==> config.mk <==
export PLATFORM = sky130hd
export DESIGN_NAME = dcptu_top
export DESIGN_NICKNAME = d
export VERILOG_FILES = /design/src/verilog/dcptu_pkg.sv /design/src/verilog/dcptu_pre_if.sv /design/src/verilog/dcptu_prescaler.sv /design/src/verilog/dcptu_top.sv
export SDC_FILE = /design/constraint.sdc
export NUM_CORES = 1
export LEC_CHECK = 0
export BUFFER_PORTS_ARGS = -buffer_cell sky130_fd_sc_hd__buf_2
export CORE_ASPECT_RATIO = 1.2
export CORE_MARGIN = 1
export CORE_UTILIZATION = 45
export DETAILED_ROUTE_END_ITERATION = 8
export GPL_TIMING_DRIVEN = 0
export HOLD_SLACK_MARGIN = 0.15
export PLACE_DENSITY = 0.7
export SYNTH_ARGS = -nofsm -noshare
export SYNTH_HDL_FRONTEND = slang
export SYNTH_SLANG_ARGS = --single-unit
==> constraint.sdc <==
create_clock -name hclk -period 4.6 [get_ports hclk]
set_input_delay 0.46 -clock hclk [delete_from_list [all_inputs] [get_ports hclk]]
set_output_delay 0.46 -clock hclk [all_outputs]
set_load 0.005 [all_outputs]
==> src/verilog/dcptu_pkg.sv <==
// Register map, field layout and reset values of the down counter pulse tone unit
package dcptu_pkg;
   // Register indices; byte address is four times the index
   localparam logic [3:0] DCPTU_IDX_VALUE      = 4'h0;
   localparam logic [3:0] DCPTU_IDX_CTRL_A     = 4'h1;
   localparam logic [3:0] DCPTU_IDX_CTRL_B     = 4'h2;
   localparam logic [3:0] DCPTU_IDX_DUTY       = 4'h3;
   localparam logic [3:0] DCPTU_IDX_PRESCALE   = 4'h4;
   localparam logic [3:0] DCPTU_IDX_TONE       = 4'h5;
   localparam logic [3:0] DCPTU_IDX_INT_STATUS = 4'h6;
   localparam logic [3:0] DCPTU_IDX_INT_CLEAR  = 4'h7;
   localparam logic [3:0] DCPTU_IDX_INT_ENABLE = 4'h8;

   // down_counter_control_a fields
   localparam int DCPTU_CA_EN_BIT   = 0;
   localparam int DCPTU_CA_RL_BIT   = 1;
   localparam int DCPTU_CA_OS_BIT   = 2;
   localparam int DCPTU_CA_PAL_BIT  = 6;
   localparam int DCPTU_CA_POE_BIT  = 7;
   // down_counter_control_b fields
   localparam int DCPTU_CB_RATIO_LSB = 0;
   localparam int DCPTU_CB_DIS_BIT   = 3;
   localparam int DCPTU_CB_EDGE_BIT  = 4;
   localparam int DCPTU_CB_SRC_BIT   = 5;
   // tone_output_control fields
   localparam int DCPTU_TONE_SEL_LSB = 0;
   localparam int DCPTU_TONE_EN_BIT  = 7;
   // Interrupt status, clear and enable layout
   localparam int DCPTU_INT_UF_BIT   = 0;

   // Reset values
   localparam logic [7:0] DCPTU_VALUE_RESET    = 8'h00;
   localparam logic [7:0] DCPTU_CTRL_A_RESET   = 8'h00;
   localparam logic [7:0] DCPTU_CTRL_B_RESET   = 8'h3f;
   localparam logic [7:0] DCPTU_DUTY_RESET     = 8'h00;
   localparam logic [7:0] DCPTU_PRESCALE_RESET = 8'hff;
   localparam logic [7:0] DCPTU_TONE_RESET     = 8'h0f;
   localparam logic [7:0] DCPTU_UNDERFLOW_LOAD = 8'hff;
endpackage

==> src/verilog/dcptu_pre_if.sv <==
// Link between the down counter and its prescaler
`timescale 1ns/1ns
`default_nettype none
interface dcptu_pre_if;
   logic       src_tick;
   logic [2:0] ratio;
   logic       disable_n;
   logic       out_tick;
   logic [7:0] count;

   modport ctl (output src_tick, output ratio, output disable_n, input out_tick, input count);
   modport pre (input src_tick, input ratio, input disable_n, output out_tick, output count);
endinterface
`default_nettype wire

==> src/verilog/dcptu_prescaler.sv <==
// Second prescaler: 8-bit down counter dividing the count clock by a power of two
`timescale 1ns/1ns
`default_nettype none
module dcptu_prescaler
   import dcptu_pkg::*;
(
   input  wire logic hclk,
   input  wire logic hresetn,
   dcptu_pre_if.pre  pi
);
   logic [7:0] count_q;
   logic [7:0] mask;

   // Ratio n divides by 2**(n+1): low n+1 bits all zero once per period
   assign mask = 8'((16'h0002 << pi.ratio) - 16'h0001);
   assign pi.count = count_q;
   assign pi.out_tick = pi.disable_n ? pi.src_tick
                                     : (pi.src_tick && ((count_q & mask) == 8'h00));

   always_ff @(posedge hclk or negedge hresetn) begin
      if (!hresetn) begin
         count_q <= DCPTU_PRESCALE_RESET;
      end else if (pi.src_tick && !pi.disable_n) begin
         count_q <= count_q - 8'h01;
      end
   end

   property p_divide_min_two;
      @(posedge hclk) disable iff (!hresetn)
      (pi.out_tick && !pi.disable_n) ##1 ($stable(pi.ratio) && !pi.disable_n) |-> !pi.out_tick;
   endproperty
   a_divide_min_two: assert property (p_divide_min_two) else $error("prescaler ticked twice in a row");

   property p_bypass;
      @(posedge hclk) disable iff (!hresetn)
      (pi.disable_n && pi.src_tick) |=> $stable(count_q);
   endproperty
   a_bypass: assert property (p_bypass) else $error("bypassed prescaler kept counting");
endmodule
`default_nettype wire

==> src/verilog/dcptu_top.sv <==
// Down counter with prescaler, pulse output, tone output and AHB-Lite registers
// Behaviour
// - Counter register read returns live count
// - Counter write loads reload and count
// - Non-stop, no reload: underflow loads 0xff
// - Non-stop with reload: underflow loads reload
// - One-shot: stop after reaching 0x00 underflow
// - Polarity bit set makes pulse active low
// - Pulse enable puts pulse on pin two
// - Pulse active from duty match until underflow
// - Reload sets period, duty sets width
// - Prescaler divides by 2**(ratio+1), bypassable
// - External edge bit picks falling or rising
// - Source bit picks external pin or clock
// - Prescaler register read returns prescaler count
// - Tone selects prescaler or counter bit, gated
// - Underflow sets sticky flag until cleared
//
// Chosen here: the AHB-Lite slave port.
`timescale 1ns/1ns
`default_nettype none
module dcptu_top
   import dcptu_pkg::*;
(
   input  wire logic        hclk,
   input  wire logic        hresetn,
   input  wire logic        clk_en,
   input  wire logic        hsel,
   input  wire logic [31:0] haddr,
   input  wire logic [1:0]  htrans,
   input  wire logic        hwrite,
   input  wire logic [2:0]  hsize,
   input  wire logic [31:0] hwdata,
   input  wire logic        hready,
   output logic             hreadyout,
   output logic             hresp,
   output logic [31:0]      hrdata,
   input  wire logic        external_count_input,
   input  wire logic        gpio_two_out,
   input  wire logic        gpio_two_oe,
   output logic             port_pin_two_out,
   output logic             port_pin_two_oe,
   output logic             tone_out,
   output logic             irq
);
   dcptu_pre_if pi ();

   // Bus state
   logic       wr_q;
   logic [3:0] idx_q;
   logic       hit_q;
   logic [7:0] rd_q;
   logic [7:0] rd_mux;
   logic       take;
   logic       addr_hit;
   logic       wr_now;
   logic       wr_value;
   logic       wr_ctrl_a;

   // Control fields
   logic       en_q;
   logic       rl_q;
   logic       os_q;
   logic       pal_q;
   logic       poe_q;
   logic [2:0] ratio_q;
   logic       pdis_q;
   logic       edge_q;
   logic       src_q;
   logic       tone_en_q;
   logic [3:0] tone_sel_q;
   logic [7:0] duty_q;
   logic [7:0] reload_q;
   logic       ien_q;

   // Counter state
   logic [7:0] cnt_q;
   logic       stop_q;
   logic       act_q;
   logic       flag_q;
   logic       en_rise;
   logic       tick;
   logic       uf;

   // External input synchroniser and edge detect
   logic       ext_s1_q;
   logic       ext_s2_q;
   logic       ext_s3_q;
   logic       ext_edge;

   logic       pin_out_q;
   logic       pin_oe_q;
   logic       tone_q;
   logic       tone_src;

   // Bus frozen with the rest of the block: the slave stalls while clk_en is low
   assign hreadyout = clk_en;
   assign hresp     = 1'b0;
   assign hrdata    = {24'h000000, rd_q};

   assign take     = hsel && hready && htrans[1] && clk_en;
   assign addr_hit = (haddr[31:6] == 26'h0) && (haddr[5:2] <= DCPTU_IDX_INT_ENABLE);
   assign wr_now   = wr_q && hit_q && clk_en;
   assign wr_value = wr_now && (idx_q == DCPTU_IDX_VALUE);
   assign wr_ctrl_a = wr_now && (idx_q == DCPTU_IDX_CTRL_A);
   assign en_rise  = wr_ctrl_a && !en_q && hwdata[DCPTU_CA_EN_BIT];

   always_ff @(posedge hclk or negedge hresetn) begin
      if (!hresetn) begin
         wr_q  <= 1'b0;
         idx_q <= 4'h0;
         hit_q <= 1'b0;
      end else if (clk_en) begin
         wr_q  <= take && hwrite;
         idx_q <= haddr[5:2];
         hit_q <= take && addr_hit;
      end
   end

   // Read data registered at the address phase; write-only fields read as zero
   always_comb begin
      rd_mux = 8'h00;
      if (addr_hit) begin
         unique case (haddr[5:2])
            DCPTU_IDX_VALUE:      rd_mux = cnt_q;
            DCPTU_IDX_CTRL_A:     rd_mux = {5'h00, os_q, rl_q, en_q};
            DCPTU_IDX_CTRL_B:     rd_mux = {2'h0, src_q, edge_q, pdis_q, ratio_q};
            DCPTU_IDX_PRESCALE:   rd_mux = pi.count;
            DCPTU_IDX_INT_STATUS: rd_mux = {7'h00, flag_q};
            DCPTU_IDX_INT_ENABLE: rd_mux = {7'h00, ien_q};
            default:              rd_mux = 8'h00;
         endcase
      end
   end

   always_ff @(posedge hclk or negedge hresetn) begin
      if (!hresetn) begin
         rd_q <= 8'h00;
      end else if (take && !hwrite) begin
         rd_q <= rd_mux;
      end
   end

   always_ff @(posedge hclk or negedge hresetn) begin
      if (!hresetn) begin
         {poe_q, pal_q} <= {DCPTU_CTRL_A_RESET[DCPTU_CA_POE_BIT],
                            DCPTU_CTRL_A_RESET[DCPTU_CA_PAL_BIT]};
         {os_q, rl_q, en_q} <= DCPTU_CTRL_A_RESET[2:0];
      end else if (wr_ctrl_a) begin
         poe_q <= hwdata[DCPTU_CA_POE_BIT];
         pal_q <= hwdata[DCPTU_CA_PAL_BIT];
         os_q  <= hwdata[DCPTU_CA_OS_BIT];
         rl_q  <= hwdata[DCPTU_CA_RL_BIT];
         en_q  <= hwdata[DCPTU_CA_EN_BIT];
      end
   end

   always_ff @(posedge hclk or negedge hresetn) begin
      if (!hresetn) begin
         {src_q, edge_q, pdis_q, ratio_q} <= DCPTU_CTRL_B_RESET[5:0];
      end else if (wr_now && (idx_q == DCPTU_IDX_CTRL_B)) begin
         src_q   <= hwdata[DCPTU_CB_SRC_BIT];
         edge_q  <= hwdata[DCPTU_CB_EDGE_BIT];
         pdis_q  <= hwdata[DCPTU_CB_DIS_BIT];
         ratio_q <= hwdata[DCPTU_CB_RATIO_LSB +: 3];
      end
   end

   always_ff @(posedge hclk or negedge hresetn) begin
      if (!hresetn) begin
         duty_q <= DCPTU_DUTY_RESET;
      end else if (wr_now && (idx_q == DCPTU_IDX_DUTY)) begin
         duty_q <= hwdata[7:0];
      end
   end

   always_ff @(posedge hclk or negedge hresetn) begin
      if (!hresetn) begin
         tone_en_q  <= DCPTU_TONE_RESET[DCPTU_TONE_EN_BIT];
         tone_sel_q <= DCPTU_TONE_RESET[DCPTU_TONE_SEL_LSB +: 4];
      end else if (wr_now && (idx_q == DCPTU_IDX_TONE)) begin
         tone_en_q  <= hwdata[DCPTU_TONE_EN_BIT];
         tone_sel_q <= hwdata[DCPTU_TONE_SEL_LSB +: 4];
      end
   end

   always_ff @(posedge hclk or negedge hresetn) begin
      if (!hresetn) begin
         ien_q <= 1'b0;
      end else if (wr_now && (idx_q == DCPTU_IDX_INT_ENABLE)) begin
         ien_q <= hwdata[DCPTU_INT_UF_BIT];
      end
   end

   // Pin input: two flops before use, third flop only for the edge compare
   always_ff @(posedge hclk or negedge hresetn) begin
      if (!hresetn) begin
         ext_s1_q <= 1'b0;
         ext_s2_q <= 1'b0;
         ext_s3_q <= 1'b0;
      end else if (clk_en) begin
         ext_s1_q <= external_count_input;
         ext_s2_q <= ext_s1_q;
         ext_s3_q <= ext_s2_q;
      end
   end

   assign ext_edge = edge_q ? (ext_s3_q && !ext_s2_q) : (!ext_s3_q && ext_s2_q);

   // The prescaler only advances while the counter runs
   assign pi.src_tick  = clk_en && en_q && !stop_q && (src_q ? ext_edge : 1'b1);
   assign pi.ratio     = ratio_q;
   assign pi.disable_n = pdis_q;

   dcptu_prescaler dcptu_prescaler_i (
      .hclk    (hclk),
      .hresetn (hresetn),
      .pi      (pi)
   );

   assign tick = pi.out_tick;
   assign uf   = tick && (cnt_q == 8'h00);

   always_ff @(posedge hclk or negedge hresetn) begin
      if (!hresetn) begin
         cnt_q    <= DCPTU_VALUE_RESET;
         reload_q <= DCPTU_VALUE_RESET;
      end else if (wr_value) begin
         cnt_q    <= hwdata[7:0];
         reload_q <= hwdata[7:0];
      end else if (uf) begin
         if (os_q) begin
            cnt_q <= 8'h00;
         end else if (rl_q) begin
            cnt_q <= reload_q;
         end else begin
            cnt_q <= DCPTU_UNDERFLOW_LOAD;
         end
      end else if (tick) begin
         cnt_q <= cnt_q - 8'h01;
      end
   end

   // A one-shot run ends at underflow; a new load or enable restarts it
   always_ff @(posedge hclk or negedge hresetn) begin
      if (!hresetn) begin
         stop_q <= 1'b0;
      end else if (wr_value || en_rise) begin
         stop_q <= 1'b0;
      end else if (uf && os_q) begin
         stop_q <= 1'b1;
      end
   end

   always_ff @(posedge hclk or negedge hresetn) begin
      if (!hresetn) begin
         act_q <= 1'b0;
      end else if (wr_value || en_rise || uf) begin
         act_q <= 1'b0;
      end else if (tick && ((cnt_q - 8'h01) == duty_q)) begin
         act_q <= 1'b1;
      end
   end

   // Set wins over a clear written in the same cycle
   always_ff @(posedge hclk or negedge hresetn) begin
      if (!hresetn) begin
         flag_q <= 1'b0;
      end else if (uf) begin
         flag_q <= 1'b1;
      end else if (wr_now && (idx_q == DCPTU_IDX_INT_CLEAR) && hwdata[DCPTU_INT_UF_BIT]) begin
         flag_q <= 1'b0;
      end
   end

   assign irq = flag_q && ien_q;

   always_ff @(posedge hclk or negedge hresetn) begin
      if (!hresetn) begin
         pin_out_q <= 1'b0;
         pin_oe_q  <= 1'b0;
      end else if (clk_en) begin
         pin_out_q <= poe_q ? (act_q ^ pal_q) : gpio_two_out;
         pin_oe_q  <= poe_q ? 1'b1 : gpio_two_oe;
      end
   end

   assign port_pin_two_out = pin_out_q;
   assign port_pin_two_oe  = pin_oe_q;

   // Prescaler bit k toggles at source/2**(k+1); codes 1000 up take counter bits 0 to 7
   assign tone_src = tone_sel_q[3] ? cnt_q[tone_sel_q[2:0]] : pi.count[tone_sel_q[2:0]];

   always_ff @(posedge hclk or negedge hresetn) begin
      if (!hresetn) begin
         tone_q <= 1'b0;
      end else if (clk_en) begin
         tone_q <= tone_en_q && tone_src;
      end
   end

   assign tone_out = tone_q;

   property p_read_count;
      @(posedge hclk) disable iff (!hresetn)
      (take && !hwrite && (haddr == {26'h0, DCPTU_IDX_VALUE, 2'b00})) |=>
         (hrdata == {24'h0, $past(cnt_q)});
   endproperty
   a_read_count: assert property (p_read_count) else $error("count read mismatch");

   property p_write_count;
      @(posedge hclk) disable iff (!hresetn)
      wr_value |=> (cnt_q == $past(hwdata[7:0])) && (reload_q == $past(hwdata[7:0]));
   endproperty
   a_write_count: assert property (p_write_count) else $error("count write not loaded");

   property p_uf_ff;
      @(posedge hclk) disable iff (!hresetn)
      (uf && !os_q && !rl_q && !wr_value) |=> (cnt_q == 8'hff) && flag_q;
   endproperty
   a_uf_ff: assert property (p_uf_ff) else $error("underflow did not load 0xff");

   property p_uf_reload;
      @(posedge hclk) disable iff (!hresetn)
      (uf && !os_q && rl_q && !wr_value) |=> (cnt_q == $past(reload_q));
   endproperty
   a_uf_reload: assert property (p_uf_reload) else $error("underflow did not reload");

   property p_one_shot;
      @(posedge hclk) disable iff (!hresetn)
      (uf && os_q && !wr_value && !en_rise) |=> stop_q && (cnt_q == 8'h00) ##1 (cnt_q == 8'h00);
   endproperty
   a_one_shot: assert property (p_one_shot) else $error("one-shot kept counting");

   property p_polarity;
      @(posedge hclk) disable iff (!hresetn)
      (clk_en && poe_q && pal_q) |=> (port_pin_two_out == !$past(act_q));
   endproperty
   a_polarity: assert property (p_polarity) else $error("active-low pulse wrong level");

   property p_pin_drive;
      @(posedge hclk) disable iff (!hresetn)
      (clk_en && !poe_q) |=> (port_pin_two_oe == $past(gpio_two_oe))
                              && (port_pin_two_out == $past(gpio_two_out));
   endproperty
   a_pin_drive: assert property (p_pin_drive) else $error("pin two not general purpose");

   property p_pulse_end;
      @(posedge hclk) disable iff (!hresetn)
      (tick && (cnt_q == 8'h01) && (duty_q == 8'h00) && !wr_value && !en_rise) |=>
         act_q ##[1:600] (!act_q || !en_q || wr_value);
   endproperty
   a_pulse_end: assert property (p_pulse_end) else $error("pulse did not start on duty match");

   property p_read_prescale;
      @(posedge hclk) disable iff (!hresetn)
      (take && !hwrite && (haddr == {26'h0, DCPTU_IDX_PRESCALE, 2'b00})) |=>
         (hrdata[7:0] == $past(pi.count));
   endproperty
   a_read_prescale: assert property (p_read_prescale) else $error("prescaler read mismatch");

   property p_hold_disabled;
      @(posedge hclk) disable iff (!hresetn)
      (!en_q && !wr_value) |=> $stable(cnt_q) && !$rose(act_q) && !$rose(flag_q);
   endproperty
   a_hold_disabled: assert property (p_hold_disabled) else $error("disabled counter moved");

   property p_flag_sticky;
      @(posedge hclk) disable iff (!hresetn)
      flag_q && !(wr_now && (idx_q == DCPTU_IDX_INT_CLEAR) && hwdata[DCPTU_INT_UF_BIT])
         |=> flag_q;
   endproperty
   a_flag_sticky: assert property (p_flag_sticky) else $error("flag lost without clear");
endmodule
`default_nettype wire
# Word level (Yosys, flattened, before mapping)
# Index checks and enable logic that the tools add are counted.
# classes
addsub	3
multipliers	0
div	0
magnitude_cmp	2
eq_ne	12
shift	1
mux	23
n_bitwise	2
reduce_logical	48
# op_table
operator	count
two-way mux 8 bit	6
one-hot mux 8 bit (6 select lines)	1
logical AND 1 bit	31
zero test 26 bit	1
subtractor 8 x 1 -> 8 bit (second input constant)	3
equality test 4 x 3 -> 1 bit (second input constant)	4
zero test 8 bit	2
two-way mux 1 bit	14
equality test 4 x 2 -> 1 bit (second input constant)	3
AND 8 bit	1
equality test 4 x 1 -> 1 bit (second input constant)	2
equality test 4 bit (second input constant)	2
equality test 8 bit	1
zero test 4 bit	2
<< shifter 2 x 3 -> 8 bit (first input constant)	1
binary-select mux 1 bit (select 3 bit)	2
zero test 1 bit	6
nonzero test 2 bit	3
less-or-equal comparator 4 bit (second input constant)	1
less-than comparator 3 x 4 -> 1 bit (second input constant)	1
nonzero test 3 bit	1
logical OR 1 bit	2
bitwise XOR 1 bit	1
# totals
regBits	72
latch_bits	0
mem_bits_rw	0
mem_bits_ro	0
in_bits	78
out_inout_bits	38
elab_cells	120
n_memories	0

# Longest topological paths before layout
# depth
depth_word	11
mapped_depth	11
ltp_nobuf	9

# By module
# Synthesis repeated with hierarchy kept, for this count alone.
# unflattened
cells_unflattened	423
area_unflattened_um2	4224.1
# by_module_without_submodules
module	instances	cells_per_inst	area_per_inst_um2	seq_area_each_um2
dcptu_top	1	373	3727.3	1614.0
dcptu_prescaler	1	50	496.7	210.2

# Worst setup path before layout
# No wires, ideal clock.
# synth_timing
path_type	reg2reg
start	reg ratio_q[2], in the netlist pi.ratio[2]
end	reg cnt_q[6]
setup_ns	0.132
t_arrival_ns	2.205
required_time_ns	4.468
setup_slack_ns	2.263
path_stages_with_launch	11
n_path_buf	2
period_less_slack_ns	2.337
cell_sequence	dfstp_2 > buf_4 > or3_4 > ha_1 > inv_1 > a221oi_1 > a21oi_1 > or2_0 > buf_6 > o211ai_2 > o211ai_1
# synth_via
elab_chain_cells	9
word_cells_on_any_way	10
cone_classes	add/sub (1); shift (1); mux (3); bitwise (1); reduce/logical (4)
# synth_lines
item	line	source
start, declared	dcptu_top.sv:66	logic [2:0] ratio_q;
start signal, assigned	dcptu_top.sv:160	{src_q, edge_q, pdis_q, ratio_q} <= DCPTU_CTRL_B_RESET[5:0];
start signal, assigned	dcptu_top.sv:165	ratio_q <= hwdata[DCPTU_CB_RATIO_LSB +: 3];
<< shifter 2 x 3 -> 8 bit *	dcptu_prescaler.sv:15	assign mask = 8'((16'h0002 << pi.ratio) - 16'h0001);
subtractor 8 x 1 -> 8 bit *	dcptu_prescaler.sv:15	
AND 8 bit *	dcptu_prescaler.sv:18	: (pi.src_tick && ((count_q & mask) == 8'h00));
zero test 8 bit *	dcptu_prescaler.sv:18	
logical AND 1 bit *	dcptu_prescaler.sv:18	
two-way mux 1 bit *	dcptu_prescaler.sv:17	assign pi.out_tick = pi.disable_n ? pi.src_tick
logical AND 1 bit	dcptu_top.sv:222	assign uf = tick && (cnt_q == 8'h00);
two-way mux 8 bit	dcptu_top.sv:231	end else if (uf) begin
two-way mux 8 bit	dcptu_top.sv:228	end else if (wr_value) begin
end signal, assigned	dcptu_top.sv:229	cnt_q <= hwdata[7:0];
end signal, assigned	dcptu_top.sv:235	cnt_q <= reload_q;
end signal, assigned	dcptu_top.sv:240	cnt_q <= cnt_q - 8'h01;
end, declared	dcptu_top.sv:77	logic [7:0] cnt_q;
# Every way passes the cells marked *; elsewhere a longest branch is shown, timed or not.
# A chain may end at the register's enable or synchronous reset.

# Worst setup path after layout
# layout_timing
start	reg ratio_q[1], in the netlist pi.ratio[1]
end	reg cnt_q[6]
# The elaborated chain is that of the path after synthesis.

==> results by group <==
Floorplanning
  • Horizontal die dimension: 90.4 um
  • Die Height: 108 um
  • DIE AREA: 9780 um2
  • Core Region: 9080 um2
  • Top Ports: 116
  • # rows: 38
  • Starting Density: 46.5%

Detailed routing
  • Detail Route Antenna Nets: 0
  • First-pass DRT Iterations: 4
  • Via density per instance: 5.33
  • DRT Wirelength: 9.54 mm
  • # DRC: 0
  • DRT iter0 DRCs: 144
  • Total number of vias: 3384
  • Drt wl/cell: 15.0 um

Timing
  • Relative max-transition margin: 35.7%
  • Final slew viol count: 0
  • Final hold vios: 0
  • Clock skew after layout: 13.3 ps
  • RSZ-0062 raised after global routing: no
  • Worst-margin pin slew: 956 ps
  • Final Cycle Share: 56.6%
  • Final setup violation count: 0
  • Achievable Freq: 0.384 GHz
  • TNS Setup: 0 ps
  • Crit path time final: 2600 ps

Synthesis
  • Top FF cell, synth: dfrtp_1
  • Count leader, synth: dfrtp_1
  • Synth cell types: 66
  • Area leader, netlist: dfrtp_1
  • Largest cells by area after synthesis: dfrtp_1, dfstp_2, mux2_2, buf_4, o21ai_0
  • Largest family of logic cells by synthesized area: simple AND/OR/NAND/NOR gates
  • Syn Area/Cell: 10.1 um2
  • Post-synth top cells: dfrtp_1, mux2_2, nand2_1
  • Post-Synth Simple-Gate Area: 15.4%
  • Compound-cell area share of the yosys netlist: 13.1%
  • Synth Register Bits: 72
  • Post-synth EDFFs: 0
  • Async set-reset flop share out of synthesis: 100%
  • Post-Syn Instances: 417
  • Mapped cell area: 4220 um2
  • Yosys top cell area share: 32.0%
  • Post-synthesis xor/xnor area fraction: 4.15%
  • Ys Warns: 0
  • Mux cell area share after synthesis: 14.1%
  • Adder-cell share of the synthesized area: 0.889%
  • Seq/Total Area, Yosys: 43.2%

Clock network
  • Hold buffer count at cts: 0
  • Post-CTS sizing: 0
  • CTS buffer count: 9
  • CTS tree: yes
  • Post CTS Setup Buffer Count: 0
  • Clk slew on worst S/H paths: 80 ps
  • Number of H-tree levels: 3
  • Root Buffer: clkbuf_8
  • Bufs on Longest Clock Path: 2
  • Skew-Pair Late Insertion Delay: 350 ps
  • CTS Sinks: 72

Power
  • Internal Power: 1.00 mW
  • VDD IR max: 0.189 mV
  • Leakage: 2.33 nW
  • Sw Share: 25.6%
  • P_sw: 0.345 mW
  • Pwr dens: 271 nW/um2
  • Logic pwr share: 12.0%
  • Sequential share of power: 50.7%
  • Clock share of power: 37.3%

Placement
  • DP HPWL: 7.22 mm
  • RePlAce Congestion: 0.856
  • Placed cell count: 619
  • Port bufs: 58

Layout
  • Non-Filler Instances: 635
  • Area grow syn2layout: 17.5%
  • Nets: 591
  • Layout cells sized above 1: 36.3%
  • # fillers: 823
  • N_diodes: 0

Global routing
  • Global route overflow: 0
  • Wire length of the first global-routing pass: 16.0 mm
  • Vias in the first global route: 3273
  • GRT Resource Usage Total: 21.0%
  • Largest net degree at the start of global routing: 73
  • Antenna violations before repair: 0

Setup path
  • Cell Chain, Critical Path: buf_2, or3_4, ha_1, inv_1, a221oi_1, a21oi_1, or2_0, buf_6, o211ai_2, o211ai_1
  • Critical Path Fanout Max: 10
  • Crit path max-delay family: compound AO/OA/AOI/OAI gates
  • CP arrival: 2820 ps
  • CP max stage cell: or3_4
  • CP Launch Type: flip-flop
  • CP endpoint kind: flip-flop
  • Crit path required time: 4820 ps
  • Bufs and invs on worst path: 3
  • Crit Path Category: reg -> reg
  • Worst path max stage delay: 380 ps

Outcome
  • Status: complete, no violations

Hold path
  • Hold Crit Class: in -> async

Run
  • Max Cap Viol: 0
-- through the flow --
step / instance area [um2] / total power [mW] / worst slack (ps) / hold slack (ps) / utilization (%)
after global routing: 4960 / 1.41 / 1840 / 307 / 54.6
after global placement: 4750 / 0.849 / 2080 / 451 / 52.3
after detailed placement: 4760 / 0.855 / 2060 / 464 / 52.4
after CTS: 4960 / 1.36 / 2000 / 267 / 54.6
after floorplan: 4310 / 0.790 / 2260 / 164 / -
final: 4960 / 1.35 / 2000 / 224 / 54.6
-- layout by cell type (no fill, tap or decap), types with 5 or more instances in the layout --
master and n:
a21oi_1 20, conb_1 25, nand3b_1 5, a31oi_1 9
buf_2 66, nor2_1 31, clkbuf_8 10, dfrtp_1 54
mux2i_1 10, buf_4 31, nand2_1 32, nor4_1 10
xnor2_1 11, nor3_1 5, xor2_1 9, dfstp_2 18
inv_1 17, o21ai_0 27, mux2_2 34, mux4_2 5
clkbuf_1 7
-- layout make-up --
type                            instances  area (um2)  share of cell area (%)
Multi-Input combinational cell        304        2110                    42.6
Sequential cell                        72        1820                    36.8
Buffer                                 48         319                    6.43
Timing Repair Buffer                   58         293                    5.90
Tap cell                              120         150                    3.03
Clock buffer                           11         141                    2.85
Inverter                               17        63.8                    1.29
Clock inverter                          5        56.3                    1.14
-- kinds of logic after synthesis --
family | Yosys count
AOI/OAI and AO/OA | 86
xor gates and xnor gates | 20
DFF | 72
other | 1
muxes | 49
buffers and inverters | 65
and+or+nand+nor | 121
adders and majority gates | 3
-- path summary, 6_finish.rpt --
| kind | slack [ps] | depth (start not counted) | end | startpoint |
|---|---|---|---|---|
| setup / recovery | 2000 | 10 | cnt_q[6] | pi.ratio[1] |
| hold / removal | 220 | 1 | duty_q[2] | hresetn |
| hold reg to reg | 470 | 2 | rd_q[2] | rd_q[2] |
| max in group asynchronous | 3790 | 1 | cnt_q[3] | hresetn |
| min in group hclk | 350 | 2 | ext_s1_q | external_count_input |
| setup reg to reg | 2000 | 10 | cnt_q[6] | pi.ratio[1] |
-- worst reg2reg max path: cells and delay by family, from the launching register on --
| kind | cells | cell delay [ps] |
|---|---|---|
| AO/OA/AOI/OAI | 4 | 790 |
| AND/OR/NAND/NOR | 2 | 670 |
| flip-flops | 1 | 360 |
| buffers and inverters | 3 | 360 |
| adder cells (fa/ha/maj) | 1 | 290 |
-- state kept, by name (all words and copies together), names as in the netlist, 3 cells and up --
register	flops
cnt_q	8
dcptu_prescaler_i.pi.count	8
duty_q	8
idx_q	4
pi.ratio	3
rd_q	8
reload_q	8
tone_sel_q	4
-- per-layer routing --
layer | vias to the layer above | share of wire [%] | GRT usage, %
met5 | - | 0 | 0
met4 | 0 | 1.8 | 8.41
met3 | 17 | 5.4 | 4.01
met2 | 101 | 52 | 36.8
met1 | 1640 | 41 | 25.6
li1 | 1626 | - | -
-- power groups by stage --
stage          registers (mW)  clock network [mW]  logic [mW]
4_1_cts                 0.682               0.513       0.162
3_3_place_gp            0.693                   0       0.157
6_report                0.682               0.503       0.161
3_5_place_dp            0.694                   0       0.161
2_1_floorplan           0.686                   0       0.105
5_1_grt                 0.686               0.540       0.182
(Power assumes the default switching activity.)
